### src/logic/udec_defs.svh
/*
 * Constants of the up/down event counter: register byte offsets, field
 * positions and reset values. Assumes a 32-bit APB register bus and one
 * clock for the whole block.
 */
// Functional notes
// - Outputs A and B carry comparator results only once output enable is one.
// - With outputs enabled, comparator A and B drive outputs A and B directly.
// - With output enable zero, outputs A and B follow general-purpose writes.
// - Clearing call enable freezes the interface; counting and comparing go on.
// - Start preset loads into the count on load strobe edge or counting event.
// - Compare A preset becomes active on its strobe edge or a counting event.
// - Presets are 32-bit signed two's-complement values over the full range.
// - Direction inactive: up increments, down decrements; active swaps them.
// - Pulses count only while software gate and hardware gate are both set.
// - Count wraps from maximum to minimum and from minimum to maximum.
`ifndef UDEC_DEFS_SVH
`define UDEC_DEFS_SVH

`define UDEC_ADDR_W        8
`define UDEC_OFF_CTRL      8'h00
`define UDEC_OFF_LOAD      8'h04
`define UDEC_OFF_START     8'h08
`define UDEC_OFF_CMPA_PRE  8'h0c
`define UDEC_OFF_CMPB_PRE  8'h10
`define UDEC_OFF_COUNT     8'h14
`define UDEC_OFF_CMPA      8'h18
`define UDEC_OFF_CMPB      8'h1c
`define UDEC_OFF_STATUS    8'h20
`define UDEC_OFF_MASK      8'h24
`define UDEC_OFF_GPO       8'h28
`define UDEC_OFF_FLAGS     8'h2c

`define UDEC_CTRL_GATE     0
`define UDEC_CTRL_OUT_EN   1
`define UDEC_CTRL_CALL_EN  2
`define UDEC_CTRL_EV_LOAD  3
`define UDEC_CTRL_W        4
`define UDEC_CTRL_RESET    4'h8

`define UDEC_LOAD_COUNT    0
`define UDEC_LOAD_CMPA     1
`define UDEC_LOAD_CMPB     2

`define UDEC_ST_REACH_A    0
`define UDEC_ST_FALL_A     1
`define UDEC_ST_REACH_B    2
`define UDEC_ST_FALL_B     3
`define UDEC_ST_WRAP_UP    4
`define UDEC_ST_WRAP_DN    5
`define UDEC_ST_W          6

`define UDEC_PRESET_RESET  32'h00000000
`define UDEC_CMPA_RESET    32'h7fffffff
`define UDEC_CMPB_RESET    32'h7fffffff

`endif

### src/logic/udec_pkg.sv
/*
 * Types shared by the up/down event counter modules.
 * Assumes the constants of udec_defs.svh are included where needed.
 */
package udec_pkg;

  typedef enum logic [1:0] {
    UDEC_BUS_IDLE,
    UDEC_BUS_ANSWER,
    UDEC_BUS_DONE
  } udec_bus_state_t;

  typedef logic signed [31:0] udec_value_t;

endpackage

### src/logic/udec_edge.sv
/*
 * Rising edge detector for one level that is synchronous to the clock.
 * Assumes the input is already in the clock domain.
 */
`timescale 1ns/1ps
module udec_edge (
  input  wire logic clk,
  input  wire logic rst_b,
  input  wire logic level,
  output wire logic rise
);

  logic prev;

  always_ff @(posedge clk) begin
    if (!rst_b) begin
      prev <= 1'b0;
    end else begin
      prev <= level;
    end
  end

  assign rise = level & ~prev;

endmodule

### src/logic/udec_compare.sv
/*
 * One comparator: holds the active comparison value, takes its preset on
 * a load pulse or a counting event, and flags reaching and falling below.
 * Assumes the count and step pulses come from the counter core.
 */
`timescale 1ns/1ps
module udec_compare
  import udec_pkg::*;
#(
  parameter logic [31:0] RESET_VALUE = 32'h7fffffff
) (
  input  wire logic        clk,
  input  wire logic        rst_b,
  input  udec_value_t      preset,
  input  wire logic        load,
  input  wire logic        step_up,
  input  wire logic        step_down,
  input  udec_value_t      count,
  output udec_value_t      active,
  output wire logic        reach,
  output wire logic        fall,
  output wire logic        level
);

  udec_value_t active_minus;

  always_ff @(posedge clk) begin
    if (!rst_b) begin
      active <= RESET_VALUE;
    end else if (load) begin
      active <= preset;
    end
  end

  // The step that crosses is judged on the old count, so that a reload
  // in the same cycle cannot hide the crossing.
  assign active_minus = active - 32'sh00000001;
  assign reach = step_up & (count == active_minus);
  assign fall  = step_down & (count == active);
  assign level = (count >= active);

endmodule

### src/logic/udec_core.sv
/*
 * Up/down event counter with APB register access. Sensor inputs count up
 * or down under a hardware and a software gate; two comparators drive
 * digital outputs A and B when enabled. Events raise sticky status bits
 * behind a mask onto one level interrupt.
 * Assumes all pins are synchronous to CLK and a standard APB master.
 */
// The APB register port and the address map were chosen for this implementation.
`timescale 1ns/1ps
`include "udec_defs.svh"
module udec_core
  import udec_pkg::*;
(
  input  wire logic        CLK,
  input  wire logic        RST_B,
  input  wire logic        PSEL,
  input  wire logic        PENABLE,
  input  wire logic        PWRITE,
  input  wire logic [31:0] PADDR,
  input  wire logic [31:0] PWDATA,
  output logic      [31:0] PRDATA,
  output logic             PREADY,
  output logic             PSLVERR,
  input  wire logic        UP_IN,
  input  wire logic        DOWN_IN,
  input  wire logic        DIR_IN,
  input  wire logic        HW_GATE,
  output logic             DO_A,
  output logic             DO_B,
  output logic             IRQ
);

  udec_bus_state_t         bus_state;
  udec_bus_state_t         next_bus_state;
  logic [`UDEC_CTRL_W-1:0] ctrl;
  logic [2:0]              load_reg;
  logic [2:0]              load_view;
  udec_value_t             start_value_preset;
  udec_value_t             compare_a_preset;
  udec_value_t             compare_b_preset;
  udec_value_t             count;
  udec_value_t             count_view;
  udec_value_t             next_count;
  logic [`UDEC_ST_W-1:0]   status;
  logic [`UDEC_ST_W-1:0]   next_status;
  logic [`UDEC_ST_W-1:0]   mask;
  logic [1:0]              gpo;

  wire logic [`UDEC_ADDR_W-1:0] addr;
  wire logic        addr_ok;
  wire logic        taken;
  wire logic        done;
  wire logic        wr;
  wire logic        rd_status;
  wire logic [31:0] rdata;
  wire logic        count_gate;
  wire logic        call_enable;
  wire logic        call_ok_flag;
  wire logic        out_enable;
  wire logic        up_rise;
  wire logic        down_rise;
  wire logic        inc;
  wire logic        dec;
  wire logic        step_up;
  wire logic        step_down;
  wire logic        set_count_rise;
  wire logic        set_cmpa_rise;
  wire logic        set_cmpb_rise;
  wire logic        counting_event;
  wire logic        event_load;
  wire logic        reach_a;
  wire logic        fall_a;
  wire logic        reach_b;
  wire logic        fall_b;
  wire logic        level_a;
  wire logic        level_b;
  wire logic        wrap_up;
  wire logic        wrap_dn;
  wire logic [`UDEC_ST_W-1:0] events;
  wire logic [`UDEC_ST_W-1:0] status_clr;
  wire logic        next_do_a;
  wire logic        next_do_b;
  wire logic        wr_ctrl;
  wire logic        wr_load;
  wire logic        wr_start;
  wire logic        wr_cmpa;
  wire logic        wr_cmpb;
  wire logic        wr_mask;
  wire logic        wr_gpo;
  udec_value_t      active_a;
  udec_value_t      active_b;

  // Bus decode. The answer comes one cycle into the access phase so that
  // read data is registered and the slave never answers combinationally.
  assign addr    = PADDR[`UDEC_ADDR_W-1:0];
  assign addr_ok = (PADDR[31:`UDEC_ADDR_W] == '0) && (addr[1:0] == 2'b00) &&
                   (addr <= `UDEC_OFF_FLAGS);
  assign taken   = PSEL & PENABLE & (bus_state == UDEC_BUS_IDLE);
  assign done    = PSEL & PENABLE & PREADY;
  assign wr      = done & PWRITE & addr_ok;
  assign rd_status = done & ~PWRITE & (addr == `UDEC_OFF_STATUS);

  always_comb begin
    next_bus_state = bus_state;
    case (bus_state)
      UDEC_BUS_IDLE: begin
        if (taken) begin
          next_bus_state = UDEC_BUS_ANSWER;
        end
      end
      UDEC_BUS_ANSWER: begin
        next_bus_state = UDEC_BUS_DONE;
      end
      UDEC_BUS_DONE: begin
        next_bus_state = UDEC_BUS_IDLE;
      end
      default: begin
        next_bus_state = UDEC_BUS_IDLE;
      end
    endcase
  end

  assign rdata =
    (addr == `UDEC_OFF_CTRL)     ? {{(32-`UDEC_CTRL_W){1'b0}}, ctrl} :
    (addr == `UDEC_OFF_LOAD)     ? {29'h0, load_reg} :
    (addr == `UDEC_OFF_START)    ? start_value_preset :
    (addr == `UDEC_OFF_CMPA_PRE) ? compare_a_preset :
    (addr == `UDEC_OFF_CMPB_PRE) ? compare_b_preset :
    (addr == `UDEC_OFF_COUNT)    ? count_view :
    (addr == `UDEC_OFF_CMPA)     ? active_a :
    (addr == `UDEC_OFF_CMPB)     ? active_b :
    (addr == `UDEC_OFF_STATUS)   ? {{(32-`UDEC_ST_W){1'b0}}, status} :
    (addr == `UDEC_OFF_MASK)     ? {{(32-`UDEC_ST_W){1'b0}}, mask} :
    (addr == `UDEC_OFF_GPO)      ? {30'h0, gpo} :
    (addr == `UDEC_OFF_FLAGS)    ? {29'h0, level_b, level_a, call_ok_flag} :
    32'h00000000;

  always_ff @(posedge CLK) begin
    if (!RST_B) begin
      bus_state <= UDEC_BUS_IDLE;
      PREADY    <= 1'b0;
      PSLVERR   <= 1'b0;
      PRDATA    <= 32'h00000000;
    end else begin
      bus_state <= next_bus_state;
      PREADY    <= taken;
      PSLVERR   <= taken & ~addr_ok;
      if (taken) begin
        PRDATA <= addr_ok ? rdata : 32'h00000000;
      end
    end
  end

  // Software-written registers. Writes land on the edge that completes
  // the transfer and never earlier.
  assign wr_ctrl  = wr & (addr == `UDEC_OFF_CTRL);
  assign wr_load  = wr & (addr == `UDEC_OFF_LOAD);
  assign wr_start = wr & (addr == `UDEC_OFF_START);
  assign wr_cmpa  = wr & (addr == `UDEC_OFF_CMPA_PRE);
  assign wr_cmpb  = wr & (addr == `UDEC_OFF_CMPB_PRE);
  assign wr_mask  = wr & (addr == `UDEC_OFF_MASK);
  assign wr_gpo   = wr & (addr == `UDEC_OFF_GPO);

  always_ff @(posedge CLK) begin
    if (!RST_B) begin
      ctrl <= `UDEC_CTRL_RESET;
    end else if (wr_ctrl) begin
      ctrl <= PWDATA[`UDEC_CTRL_W-1:0];
    end
  end

  always_ff @(posedge CLK) begin
    if (!RST_B) begin
      load_reg <= 3'h0;
    end else if (wr_load) begin
      load_reg <= PWDATA[2:0];
    end
  end

  always_ff @(posedge CLK) begin
    if (!RST_B) begin
      start_value_preset <= `UDEC_PRESET_RESET;
    end else if (wr_start) begin
      start_value_preset <= PWDATA;
    end
  end

  always_ff @(posedge CLK) begin
    if (!RST_B) begin
      compare_a_preset <= `UDEC_CMPA_RESET;
    end else if (wr_cmpa) begin
      compare_a_preset <= PWDATA;
    end
  end

  always_ff @(posedge CLK) begin
    if (!RST_B) begin
      compare_b_preset <= `UDEC_CMPB_RESET;
    end else if (wr_cmpb) begin
      compare_b_preset <= PWDATA;
    end
  end

  always_ff @(posedge CLK) begin
    if (!RST_B) begin
      mask <= '0;
    end else if (wr_mask) begin
      mask <= PWDATA[`UDEC_ST_W-1:0];
    end
  end

  always_ff @(posedge CLK) begin
    if (!RST_B) begin
      gpo <= 2'h0;
    end else if (wr_gpo) begin
      gpo <= PWDATA[1:0];
    end
  end

  assign count_gate   = ctrl[`UDEC_CTRL_GATE];
  assign out_enable   = ctrl[`UDEC_CTRL_OUT_EN];
  assign call_enable  = ctrl[`UDEC_CTRL_CALL_EN];
  assign call_ok_flag = call_enable;

  // The interface view: strobes and the count readback only move while
  // the block call is enabled. Holding the strobe view, rather than
  // gating it, keeps a re-enable from faking a rising edge.
  always_ff @(posedge CLK) begin
    if (!RST_B) begin
      load_view  <= 3'h0;
      count_view <= 32'sh00000000;
    end else if (call_enable) begin
      load_view  <= load_reg;
      count_view <= next_count;
    end
  end

  udec_edge u_edge_up (
    .clk   (CLK),
    .rst_b (RST_B),
    .level (UP_IN),
    .rise  (up_rise)
  );

  udec_edge u_edge_down (
    .clk   (CLK),
    .rst_b (RST_B),
    .level (DOWN_IN),
    .rise  (down_rise)
  );

  udec_edge u_edge_set_count (
    .clk   (CLK),
    .rst_b (RST_B),
    .level (load_view[`UDEC_LOAD_COUNT]),
    .rise  (set_count_rise)
  );

  udec_edge u_edge_set_cmpa (
    .clk   (CLK),
    .rst_b (RST_B),
    .level (load_view[`UDEC_LOAD_CMPA]),
    .rise  (set_cmpa_rise)
  );

  udec_edge u_edge_set_cmpb (
    .clk   (CLK),
    .rst_b (RST_B),
    .level (load_view[`UDEC_LOAD_CMPB]),
    .rise  (set_cmpb_rise)
  );

  // Gate and direction are taken as they stand at the counting edge; the
  // sensor side keeps them settled around that edge.
  assign inc = (DIR_IN ? down_rise : up_rise) & count_gate & HW_GATE;
  assign dec = (DIR_IN ? up_rise : down_rise) & count_gate & HW_GATE;
  // Coincident up and down edges cancel, which leaves the count as is.
  assign step_up   = inc & ~dec;
  assign step_down = dec & ~inc;

  udec_compare #(
    .RESET_VALUE (`UDEC_CMPA_RESET)
  ) u_cmp_a (
    .clk       (CLK),
    .rst_b     (RST_B),
    .preset    (compare_a_preset),
    .load      (set_cmpa_rise | event_load),
    .step_up   (step_up),
    .step_down (step_down),
    .count     (count),
    .active    (active_a),
    .reach     (reach_a),
    .fall      (fall_a),
    .level     (level_a)
  );

  udec_compare #(
    .RESET_VALUE (`UDEC_CMPB_RESET)
  ) u_cmp_b (
    .clk       (CLK),
    .rst_b     (RST_B),
    .preset    (compare_b_preset),
    .load      (set_cmpb_rise | event_load),
    .step_up   (step_up),
    .step_down (step_down),
    .count     (count),
    .active    (active_b),
    .reach     (reach_b),
    .fall      (fall_b),
    .level     (level_b)
  );

  assign counting_event = reach_a | fall_a | reach_b | fall_b;
  // Loading on an event is the configurable reaction; with it off the
  // presets wait for their strobes.
  assign event_load = counting_event & ctrl[`UDEC_CTRL_EV_LOAD];

  assign wrap_up = step_up & (count == 32'sh7fffffff);
  assign wrap_dn = step_down & (count == 32'sh80000000);

  // Plain two's-complement arithmetic gives the wrap at both limits.
  assign next_count =
    (set_count_rise | event_load) ? start_value_preset :
    step_up   ? count + 32'sh00000001 :
    step_down ? count - 32'sh00000001 :
    count;

  always_ff @(posedge CLK) begin
    if (!RST_B) begin
      count <= 32'sh00000000;
    end else begin
      count <= next_count;
    end
  end

  // Sticky status: an event in the cycle of the clearing read survives.
  assign events = {wrap_dn, wrap_up, fall_b, reach_b, fall_a, reach_a};
  assign status_clr  = rd_status ? {`UDEC_ST_W{1'b1}} : '0;
  assign next_status = (status & ~status_clr) | events;

  assign next_do_a = out_enable ? level_a : gpo[0];
  assign next_do_b = out_enable ? level_b : gpo[1];

  always_ff @(posedge CLK) begin
    if (!RST_B) begin
      status <= '0;
      IRQ    <= 1'b0;
      DO_A   <= 1'b0;
      DO_B   <= 1'b0;
    end else begin
      status <= next_status;
      IRQ    <= |(next_status & mask);
      DO_A   <= next_do_a;
      DO_B   <= next_do_b;
    end
  end

endmodule

### config.mk
export PLATFORM = sky130hd
export DESIGN_NAME = udec_core
export DESIGN_NICKNAME = d
export VERILOG_FILES = /design/src/logic/udec_pkg.sv /design/src/logic/udec_edge.sv /design/src/logic/udec_compare.sv /design/src/logic/udec_core.sv
export VERILOG_INCLUDE_DIRS = /design/src /design/src/logic
export SDC_FILE = /design/constraint.sdc
export NUM_CORES = 1
export LEC_CHECK = 0
export BUFFER_PORTS_ARGS = -buffer_cell sky130_fd_sc_hd__buf_4
export CORE_UTILIZATION = 52
export DETAILED_ROUTE_END_ITERATION = 7
export PLACE_DENSITY = 0.7
export SLEW_MARGIN = 20
export SYNTH_ARGS = -nofsm -noshare
export SYNTH_HDL_FRONTEND = slang
export SYNTH_SLANG_ARGS = --single-unit
### constraint.sdc
create_clock -name CLK -period 7.8 [get_ports CLK]
set_input_delay 1.17 -clock CLK [delete_from_list [all_inputs] [get_ports CLK]]
set_output_delay 1.17 -clock CLK [all_outputs]
set_load 0.01 [all_outputs]
### Yosys cells after proc, flatten, opt, wreduce, memory -nomap -nowiden

Cells that the tools add are included.

| operators by class | value |
|---|---|
| eq/ne operators | 19 |
| add/sub/neg operators | 4 |
| multiplexer cells | 23 |
| $lt $le $gt $ge | 3 |
| bitwise operators | 52 |
| reduce and logical (&&, ||, !) cells | 7 |

Operators by type and width:

| cell | number |
|---|---|
| 2-to-1 mux 32 bit | 12 |
| equality test 32 bit | 4 |
| subtractor 32 x 2 -> 32 bit, second input constant | 3 |
| equality test 32 bit, second input constant | 2 |
| >= comparator 32 bit | 2 |
| AND 1 bit | 33 |
| adder 32 x 2 -> 32 bit, second input constant | 1 |
| equality test 8 x 5 -> 1 bit, second input constant | 4 |
| equality test 8 x 6 -> 1 bit, second input constant | 4 |
| logical NOT 24 bit | 1 |
| 2-to-1 mux 6 bit | 3 |
| equality test 8 x 4 -> 1 bit, second input constant | 2 |
| AND 6 bit | 2 |
| inverter 1 bit | 9 |
| equality test 8 x 3 -> 1 bit, second input constant | 1 |
| less-or-equal comparator 8 x 6 -> 1 bit, second input constant | 1 |
| logical NOT 8 bit | 1 |
| 2-to-1 mux 3 bit | 2 |
| inverter 6 bit | 1 |
| bitwise OR 1 bit | 6 |
| bitwise OR 6 bit | 1 |
| OR reduction 6 bit | 1 |
| logical NOT 2 bit | 2 |
| 2-to-1 mux 1 bit | 4 |
| 5 further kinds | 6 |

| storage, ports and cells | value |
|---|---|
| word-level logic and storage cells | 133 |
| register bits | 292 |

### Depth between registers and ports, before layout

Gate-level depths: netlist (run 1).

| depth | value |
|---|---|
| word-level depth | 14 |
| mapped depth | 15 |
| gate-level depth less buffers | 12 |

### Modules after synthesis

From an unflattened synthesis (run 1), not the netlist that was laid out.

| unflattened totals | value |
|---|---|
| cells, all modules | 2,155 |
| area, all modules | 17,692.0 µm² |

Modules (own cells, without submodules):

| module | cells each | area each (µm²) | times used |
|---|---|---|---|
| udec_core | 1,394 | 11,503.5 | 1 |
| udec_compare | 373 | 2,994.1 | 2 |
| udec_edge | 3 | 40.0 | 5 |

### Worst setup path before layout (run 1)

OpenSTA, ideal clock, no wires.

| timing | value |
|---|---|
| kind | input to register |
| start | in DOWN_IN |
| end | reg count_view[10] |
| stages on the path | 12 |
| data arrival time | 3,759 ps |
| buffers on the path | 2 |
| path slack | 3,908 ps |
| cells stage by stage | nor2b_1 > or4_1 > a211o_1 > or4_1 > nor4_1 > and4_4 > a2111o_1 > buf_6 > nand2_4 > buf_6 > mux2i_1 > a21oi_1 |

| on the way | value |
|---|---|
| word-level cells in the longest chain between the ends | 13 |
| elaborated cells on any way between the ends | 23 |
| classes of those cells | mux (5); bitwise (18) |

RTL lines:

| element | RTL line | text |
|---|---|---|
| start, declared | udec_core.sv:25 | `input wire logic DOWN_IN,` |
| AND 1 bit * | udec_edge.sv:23 | `assign rise = level & ~prev;` |
| 2-to-1 mux 1 bit (on tied branches) | udec_core.sv:276, udec_core.sv:275 |  |
| AND 1 bit (on tied branches) (2 in a row) | udec_core.sv:276, udec_core.sv:275 |  |
| inverter 1 bit (on tied branches) | udec_core.sv:278, udec_core.sv:279 |  |
| AND 1 bit (on tied branches) | udec_core.sv:278, udec_core.sv:279 |  |
| AND 1 bit (on tied branches) | udec_compare.sv:38, udec_compare.sv:39 |  |
| bitwise OR 1 bit (3 in a row) | udec_core.sv:313 | `assign counting_event = reach_a \| fall_a \| reach_b \| fall_b;` |
| AND 1 bit | udec_core.sv:316 | `` assign event_load = counting_event & ctrl[`UDEC_CTRL_EV_LOAD]; `` |
| bitwise OR 1 bit | udec_core.sv:323 | `(set_count_rise \| event_load) ? start_value_preset :` |
| 2-to-1 mux 32 bit * | udec_core.sv:323 |  |
| end signal, assigned | udec_core.sv:234 | `count_view <= next_count;` |
| end, declared | udec_core.sv:42 | `udec_value_t count_view;` |

Mark *: on every way between the ends. The rest lies on a longest branch, timed or not.
A chain may end at the register's enable or synchronous reset.

### Final worst setup path (run 1)

| timing | value |
|---|---|
| start | reg u_cmp_b.active[11] |
| end | reg u_cmp_a.active[5] |

| on the way | value |
|---|---|
| word-level cells in the longest chain between the ends | 7 |
| elaborated cells on any way between the ends | 9 |
| classes of those cells | add/sub (1); eq/ne (2); bitwise (6) |

RTL lines:

| element | RTL line | text |
|---|---|---|
| start, declared | udec_compare.sv:19 | `output udec_value_t active,` |
| start signal, assigned | udec_compare.sv:31 | `active <= preset;` |
| subtractor 32 x 2 -> 32 bit | udec_compare.sv:37 | `assign active_minus = active - 32'sh00000001;` |
| equality test 32 bit | udec_compare.sv:38 | `assign reach = step_up & (count == active_minus);` |
| AND 1 bit | udec_compare.sv:38 |  |
| bitwise OR 1 bit | udec_core.sv:313 |  |
| bitwise OR 1 bit * | udec_core.sv:313 |  |
| AND 1 bit * | udec_core.sv:316 |  |
| bitwise OR 1 bit * | udec_core.sv:287 | `.load (set_cmpa_rise \| event_load),` |
| end signal, assigned | udec_compare.sv:31 |  |
| end, declared | udec_compare.sv:19 |  |

Marks and branches as above.

==> impl_metrics.csv, run 1 <==
group,metric,value,unit
outcome,outcome,"completed",
worst_hold_path,min_path_cells,1,
power,p_leak,7.747,nW
place,dp_slack,2698,ps
cells_and_area,fillers,2911,
synthesis,synthMostInstantiatedCell,"nand2_1",
sta,hold_violations,0,
route,first_iter_violations,1553,
cells_and_area,regArea,5847,um^2
clocking,clock_sinks,292,
clocking,ctsResizeCount,0,
worst_setup_path,critPathKind,"reg2reg",
floorplanning,start_util,0.5295,
floorplanning,die-area,32940,um^2
synthesis,synth_cell_types,82,
synthesis,synthFlopType,"dfxtp_1",
cells_and_area,drive_gt1_frac,0.1059,
clocking,root_buffer,"clkbuf_16",
worst_setup_path,worstPathMaxFanout,33,
clocking,cts_buffers,34,
power,p_per_area,170.4,nW/um^2
cells_and_area,multi_input_comb_area,10020,um^2
sta,slew_headroom,0.3177,
place,dp_hpwl,42.05,mm
global_routing,grt_pass1_wl,93.03,mm
global_routing,grt_overflow_total,0,
sta,setup_viol,0,
synthesis,ys_seq_area_frac,0.3489,
cells_and_area,diodes,0,
clocking,clkLatencyLatePin,530,ps
route,vias_per_cell,6.469,
global_routing,grt_max_degree,85,
worst_setup_path,max_stage_delay,880,ps
worst_setup_path,cpMaxStageDelayCell,"nor4_1",
flow_run,maxCapViolCount,0,
clocking,postCtsSetupRepairBufs,0,
route,wirelength,59.96,mm
route,vias,16710,
floorplanning,chipHeight,181.5,um
synthesis,yosysWarnings,0,
synthesis,synth_area,16750,um^2
sta,worstMarginPinSlew,1022,ps
sta,worst_slack,2768,ps
route,first_pass_iters,5,
global_routing,grt_pass1_vias,15900,
clocking,cts_tree,"yes",
synthesis,synthArstFlopShare,0,
power,ir_drop,0.1796,mV
sta,setup_tns,0,ps
worst_setup_path,rr_startpoint,"u_cmp_b.active[11]",
route,drc,0,
sta,fin_crit,5032,ps
clocking,clk_pin_slew_worst_paths,60,ps
cells_and_area,syn_to_final_growth,12.23,%
worst_setup_path,reg2reg_to,"u_cmp_a.active[5]",
floorplanning,die_width,181.5,um
synthesis,synth-edff-count,0,
worst_hold_path,min_path_type,"reg2reg",
global_routing,grt_usage,0.3623,
worst_hold_path,whs_endpoint,"bus_state[1]",
worst_setup_path,end_kind,"flop",
place,gp_congestion,1.044,
synthesis,synth_top_cells_by_count,"nand2_1, dfxtp_1, nor2_1, a21oi_1, clkbuf_1",
route,post_drt_wl_per_cell,23.21,um
floorplanning,io_pins,110,
worst_setup_path,arrival,5380,ps
cells_and_area,layout.nets,2300,
synthesis,synth.net_count,2284,
cells_and_area,finalCoreUtilization,0.5943,
synthesis,synth_area_leader_cell,"dfxtp_1",
clocking,htree_levels,2,
worst_hold_path,hp-start,"bus_state[1]",
worst_setup_path,cp.required,8150,ps
worst_setup_path,r2r_slack,2770,ps
sta,fmaxAchievable,198.7,MHz
worst_setup_path,worst_r2r_path_depth,10,
floorplanning,rows,65,
clocking,cts_buffer_depth,3,
floorplanning,core_area,31640,um^2
sta,final.setup_skew,18.71,ps
worst_setup_path,path_cells,"nor4_1, nand4_1, nor3_2, mux2i_1, a22oi_1, a221oi_2, a211oi_2, o22ai_4, buf_4, o211ai_1",
synthesis,ys_seq_elements,292,
clocking,cts_hold_buf,0,
route,ant_nets,0,
synthesis,netlist_instances,2142,
global_routing,grt_antenna_before_repair,0,
sta,rsz0062_at_grt,"false",
sta,fin_crit_sh,0.6451,
synthesis,synth_area_leaders,"dfxtp_1, nand2_1, ha_1, a22oi_1, a21oi_1",
sta,drv_slew,0,
synthesis,yosysTopAreaCellShare,0.3489,
place,numPortBuffers,109,
synthesis,synth.avg_cell_area,7.821,um^2
worst_setup_path,startpoint_type,"flop",
==> area by class of cell <==
cell class | count | area share
inverter | 83 | 0.01670
timing repair buffer | 132 | 0.05271
clock buffer | 50 | 0.05384
sequential | 292 | 0.3110
multi-input combinational | 1615 | 0.5332
tap | 402 | 0.02675
clock inverter | 9 | 0.005856
==> how the worst max path moves through the flow <==
stage	startpoint	to	slack [ps]	cells past startpoint
6_report	u_cmp_b.active[11]	u_cmp_a.active[5]	2770	10
5_1_grt	u_cmp_b.active[11]	u_cmp_a.active[5]	2580	10
4_1_cts	u_cmp_b.active[11]	u_cmp_a.active[3]	2900	10
3_5_place_dp	DOWN_IN	u_cmp_a.active[8]	2700	11
3_3_place_gp	DOWN_IN	u_cmp_a.active[4]	2830	11
2_1_floorplan	DOWN_IN	count_view[10]	3910	12
==> metal layers <==
layer,GRT usage,share of wire
met5,0,0
met4,0.1369,0.033
met3,0.05756,0.094
met2,0.5712,0.45
met1,0.4967,0.42
==> layout by cell type, fill, tap and decap left out, drive strengths merged, types with 48 or more instances in the layout <==
master / instances
nand2: 330
dfxtp: 292
nor2: 160
buf: 132
a21oi: 130
nand3: 106
a22oi: 93
inv: 85
o211ai: 69
ha: 69
xnor2: 63
o21ai: 57
nor3: 56
clkbuf: 50
nand4: 48
==> report_power, final <==
group          switching [mW]  leakage (nW)  internal (mW)
clock                   0.653         0.554          0.968
combinational          0.0571          4.83         0.0332
sequential           0.000614          2.36           1.49
total                   0.711          7.75           2.49
==> critical path, delay by kind of cell (launching register included) <==
kind | cells | cell delay, ps
DFF | 1 | 400
buffers and inverters | 1 | 480
AOI/OAI and AO/OA | 5 | 1960
and+or+nand+nor | 3 | 1740
muxes | 1 | 230
==> cells by family (layout without fill, tap and decap cells) <==
family          count (synthesis)  in the layout  share of synthesized area
buf+inv                       235            274                    0.05579
compound gates                536            536                     0.2195
xor+xnor                       99             99                    0.05176
simple gates                  870            870                     0.2478
mux                            41             41                    0.02465
flops                         292            292                     0.3489
fa+ha+maj                      69             69                    0.05153
==> metrics by stage <==
step / hold slack [ps] / std cells / instance area (um^2) / power, mW
6_report: 416.8 / 2583 / 18800 / 3.204
5_1_grt: 445.2 / 2583 / 18800 / 3.280
4_1_cts: 418.2 / 2583 / 18800 / 3.209
3_5_place_dp: 410.8 / 2524 / 17670 / 1.615
3_3_place_gp: 398.4 / 2524 / 17670 / 1.614
2_1_floorplan: 390.2 / 2142 / 16750 / 1.563
(Power assumes the default switching activity.)
==> inputs of run 2 (changes only) <==
==> constraint.sdc (replaced) <==
create_clock -name CLK -period 4.9 [get_ports CLK]
set_input_delay 0.735 -clock CLK [delete_from_list [all_inputs] [get_ports CLK]]
set_output_delay 0.735 -clock CLK [all_outputs]
set_load 0.01 [all_outputs]
==> impl_metrics.csv, run 2 (synthesis gave the netlist of run 1 again) <==
group,metric,value,unit
outcome,outcome,"completed",
route,ant_nets,0,
place,dp_hpwl,42.58,mm
worst_setup_path,critPathKind,"reg2reg",
worst_setup_path,path_cells,"inv_1, ha_1, nor2b_1, nand4_1, o41ai_1, o211ai_1, nor4_1, and4_4, a2111o_1, nand2_4, mux2i_1, a21oi_1",
worst_setup_path,r2r_slack,530,ps
clocking,clkLatencyLatePin,530,ps
floorplanning,die-area,32940,um^2
place,numPortBuffers,109,
cells_and_area,regArea,5847,um^2
worst_setup_path,rr_startpoint,"u_cmp_a.active[1]",
floorplanning,chipHeight,181.5,um
clocking,cts_buffer_depth,3,
worst_setup_path,max_stage_delay,720,ps
route,wirelength,60.48,mm
global_routing,grt_pass1_vias,15667,
worst_setup_path,reg2reg_to,"count_view[12]",
floorplanning,die_width,181.5,um
global_routing,grt_antenna_before_repair,1,
global_routing,grt_pass1_wl,92.75,mm
sta,rsz0062_at_grt,"false",
worst_hold_path,min_path_cells,1,
clocking,ctsResizeCount,0,
route,drc,0,
route,first_pass_iters,5,
sta,holdWs,416.0,ps
cells_and_area,fillers,2926,
worst_setup_path,worstPathMaxFanout,30,
clocking,cts_hold_buf,0,
cells_and_area,layout_common_cells,"nand2_1, dfxtp_1, nor2_1, buf_4, a21oi_1",
clocking,root_buffer,"clkbuf_16",
worst_setup_path,arrival,4740,ps
place,dp_slack,631.1,ps
power,p_leak,7.823,nW
global_routing,grt_overflow_total,0,
clocking,cts_tree,"yes",
sta,slew_headroom,0.2558,
cells_and_area,multi_input_comb_area,10010,um^2
global_routing,grt_max_degree,79,
worst_setup_path,startpoint_type,"flop",
route,post_drt_wl_per_cell,23.24,um
cells_and_area,syn_to_final_growth,13.01,%
clocking,clk_pin_slew_worst_paths,60,ps
sta,final.setup_skew,22.30,ps
cells_and_area,final_common_cell,"nand2_1",
clocking,htree_levels,2,
sta,fmaxAchievable,228.7,MHz
sta,setup_tns,0,ps
worst_hold_path,min_path_type,"reg2reg",
clocking,cts_buffers,34,
clocking,postCtsSetupRepairBufs,0,
cells_and_area,drive_gt1_frac,0.1114,
place,gp_congestion,1.023,
sta,hold_violations,0,
route,vias_per_cell,6.478,
floorplanning,rows,65,
sta,fin_crit,4373,ps
clocking,clock_sinks,292,
worst_setup_path,cp.required,5270,ps
flow_run,maxCapViolCount,0,
sta,setup_viol,0,
power,p_total,5.127,mW
global_routing,grt_usage,0.3624,
sta,drv_slew,0,
floorplanning,start_util,0.5295,
route,first_iter_violations,1768,
floorplanning,io_pins,110,
sta,worst_slack,527.1,ps
power,p_per_area,270.8,nW/um^2
worst_setup_path,cpMaxStageDelayCell,"o41ai_1",
worst_hold_path,whs_endpoint,"bus_state[1]",
floorplanning,core_area,31640,um^2
worst_setup_path,end_kind,"flop",
route,vias,16857,
cells_and_area,layout.nets,2318,
sta,worstMarginPinSlew,1088,ps
worst_hold_path,hp-start,"bus_state[1]",
worst_setup_path,worst_r2r_path_depth,12,
sta,fin_crit_sh,0.8924,
power,ir_drop,0.2337,mV
[run 2: per-layer routing]
layer / routed length [um] / GRT usage / vias up
li1: - / - / 7836
met1: 26190 / 0.5050 / 8123
met2: 27580 / 0.5805 / 786
met3: 5012 / 0.04352 / 112
met4: 1695 / 0.1193 / 0
met5: 0 / 0 / -
[run 2: how the worst max path moves through the flow]
stage / to / cells after the start / from / slack, ps
finish: count_view[12] / 12 / u_cmp_a.active[1] / 530
global route: count_view[7] / 12 / u_cmp_a.active[1] / 270
detailed placement: count_view[12] / 11 / DOWN_IN / 630
CTS: count_view[12] / 12 / u_cmp_a.active[1] / 610
global placement: count_view[2] / 11 / DOWN_IN / 720
floorplan: count_view[10] / 12 / DOWN_IN / 1440
[run 2: layout make-up]
cell class,count,area share
multi-input cells,1615,0.5287
flip-flops and latches,292,0.3088
repair buffers,150,0.05948
well taps,402,0.02657
diodes,1,0.0001322
inverters,83,0.01659
clock buffers,48,0.05148
clock inverters,11,0.008195
[run 2: critical path, delay by kind of cell (launching register included)]
kind,cells,cell delay (ps)
flops,1,380
mux,1,340
compound gates,4,1180
simple gates,5,1870
fa+ha+maj,1,290
buf+inv,1,140
[run 2: where the power goes]
| part | switching (mW) | total [mW] | leakage [nW] | internal [mW] |
|---|---|---|---|---|
| combinational | 0.0928 | 0.146 | 4.91 | 0.0528 |
| sequential | 0.000923 | 2.38 | 2.36 | 2.38 |
| clock | 1.05 | 2.60 | 0.553 | 1.55 |
[run 2: through the flow]
| step | utilization | cells | area, um^2 |
|---|---|---|---|
| after floorplan | - | 2142 | 16750 |
| after global placement | 0.5626 | 2542 | 17800 |
| after detailed placement | 0.5626 | 2542 | 17800 |
| after CTS | 0.5983 | 2601 | 18930 |
| after global routing | 0.5984 | 2602 | 18930 |
| final | 0.5984 | 2602 | 18930 |
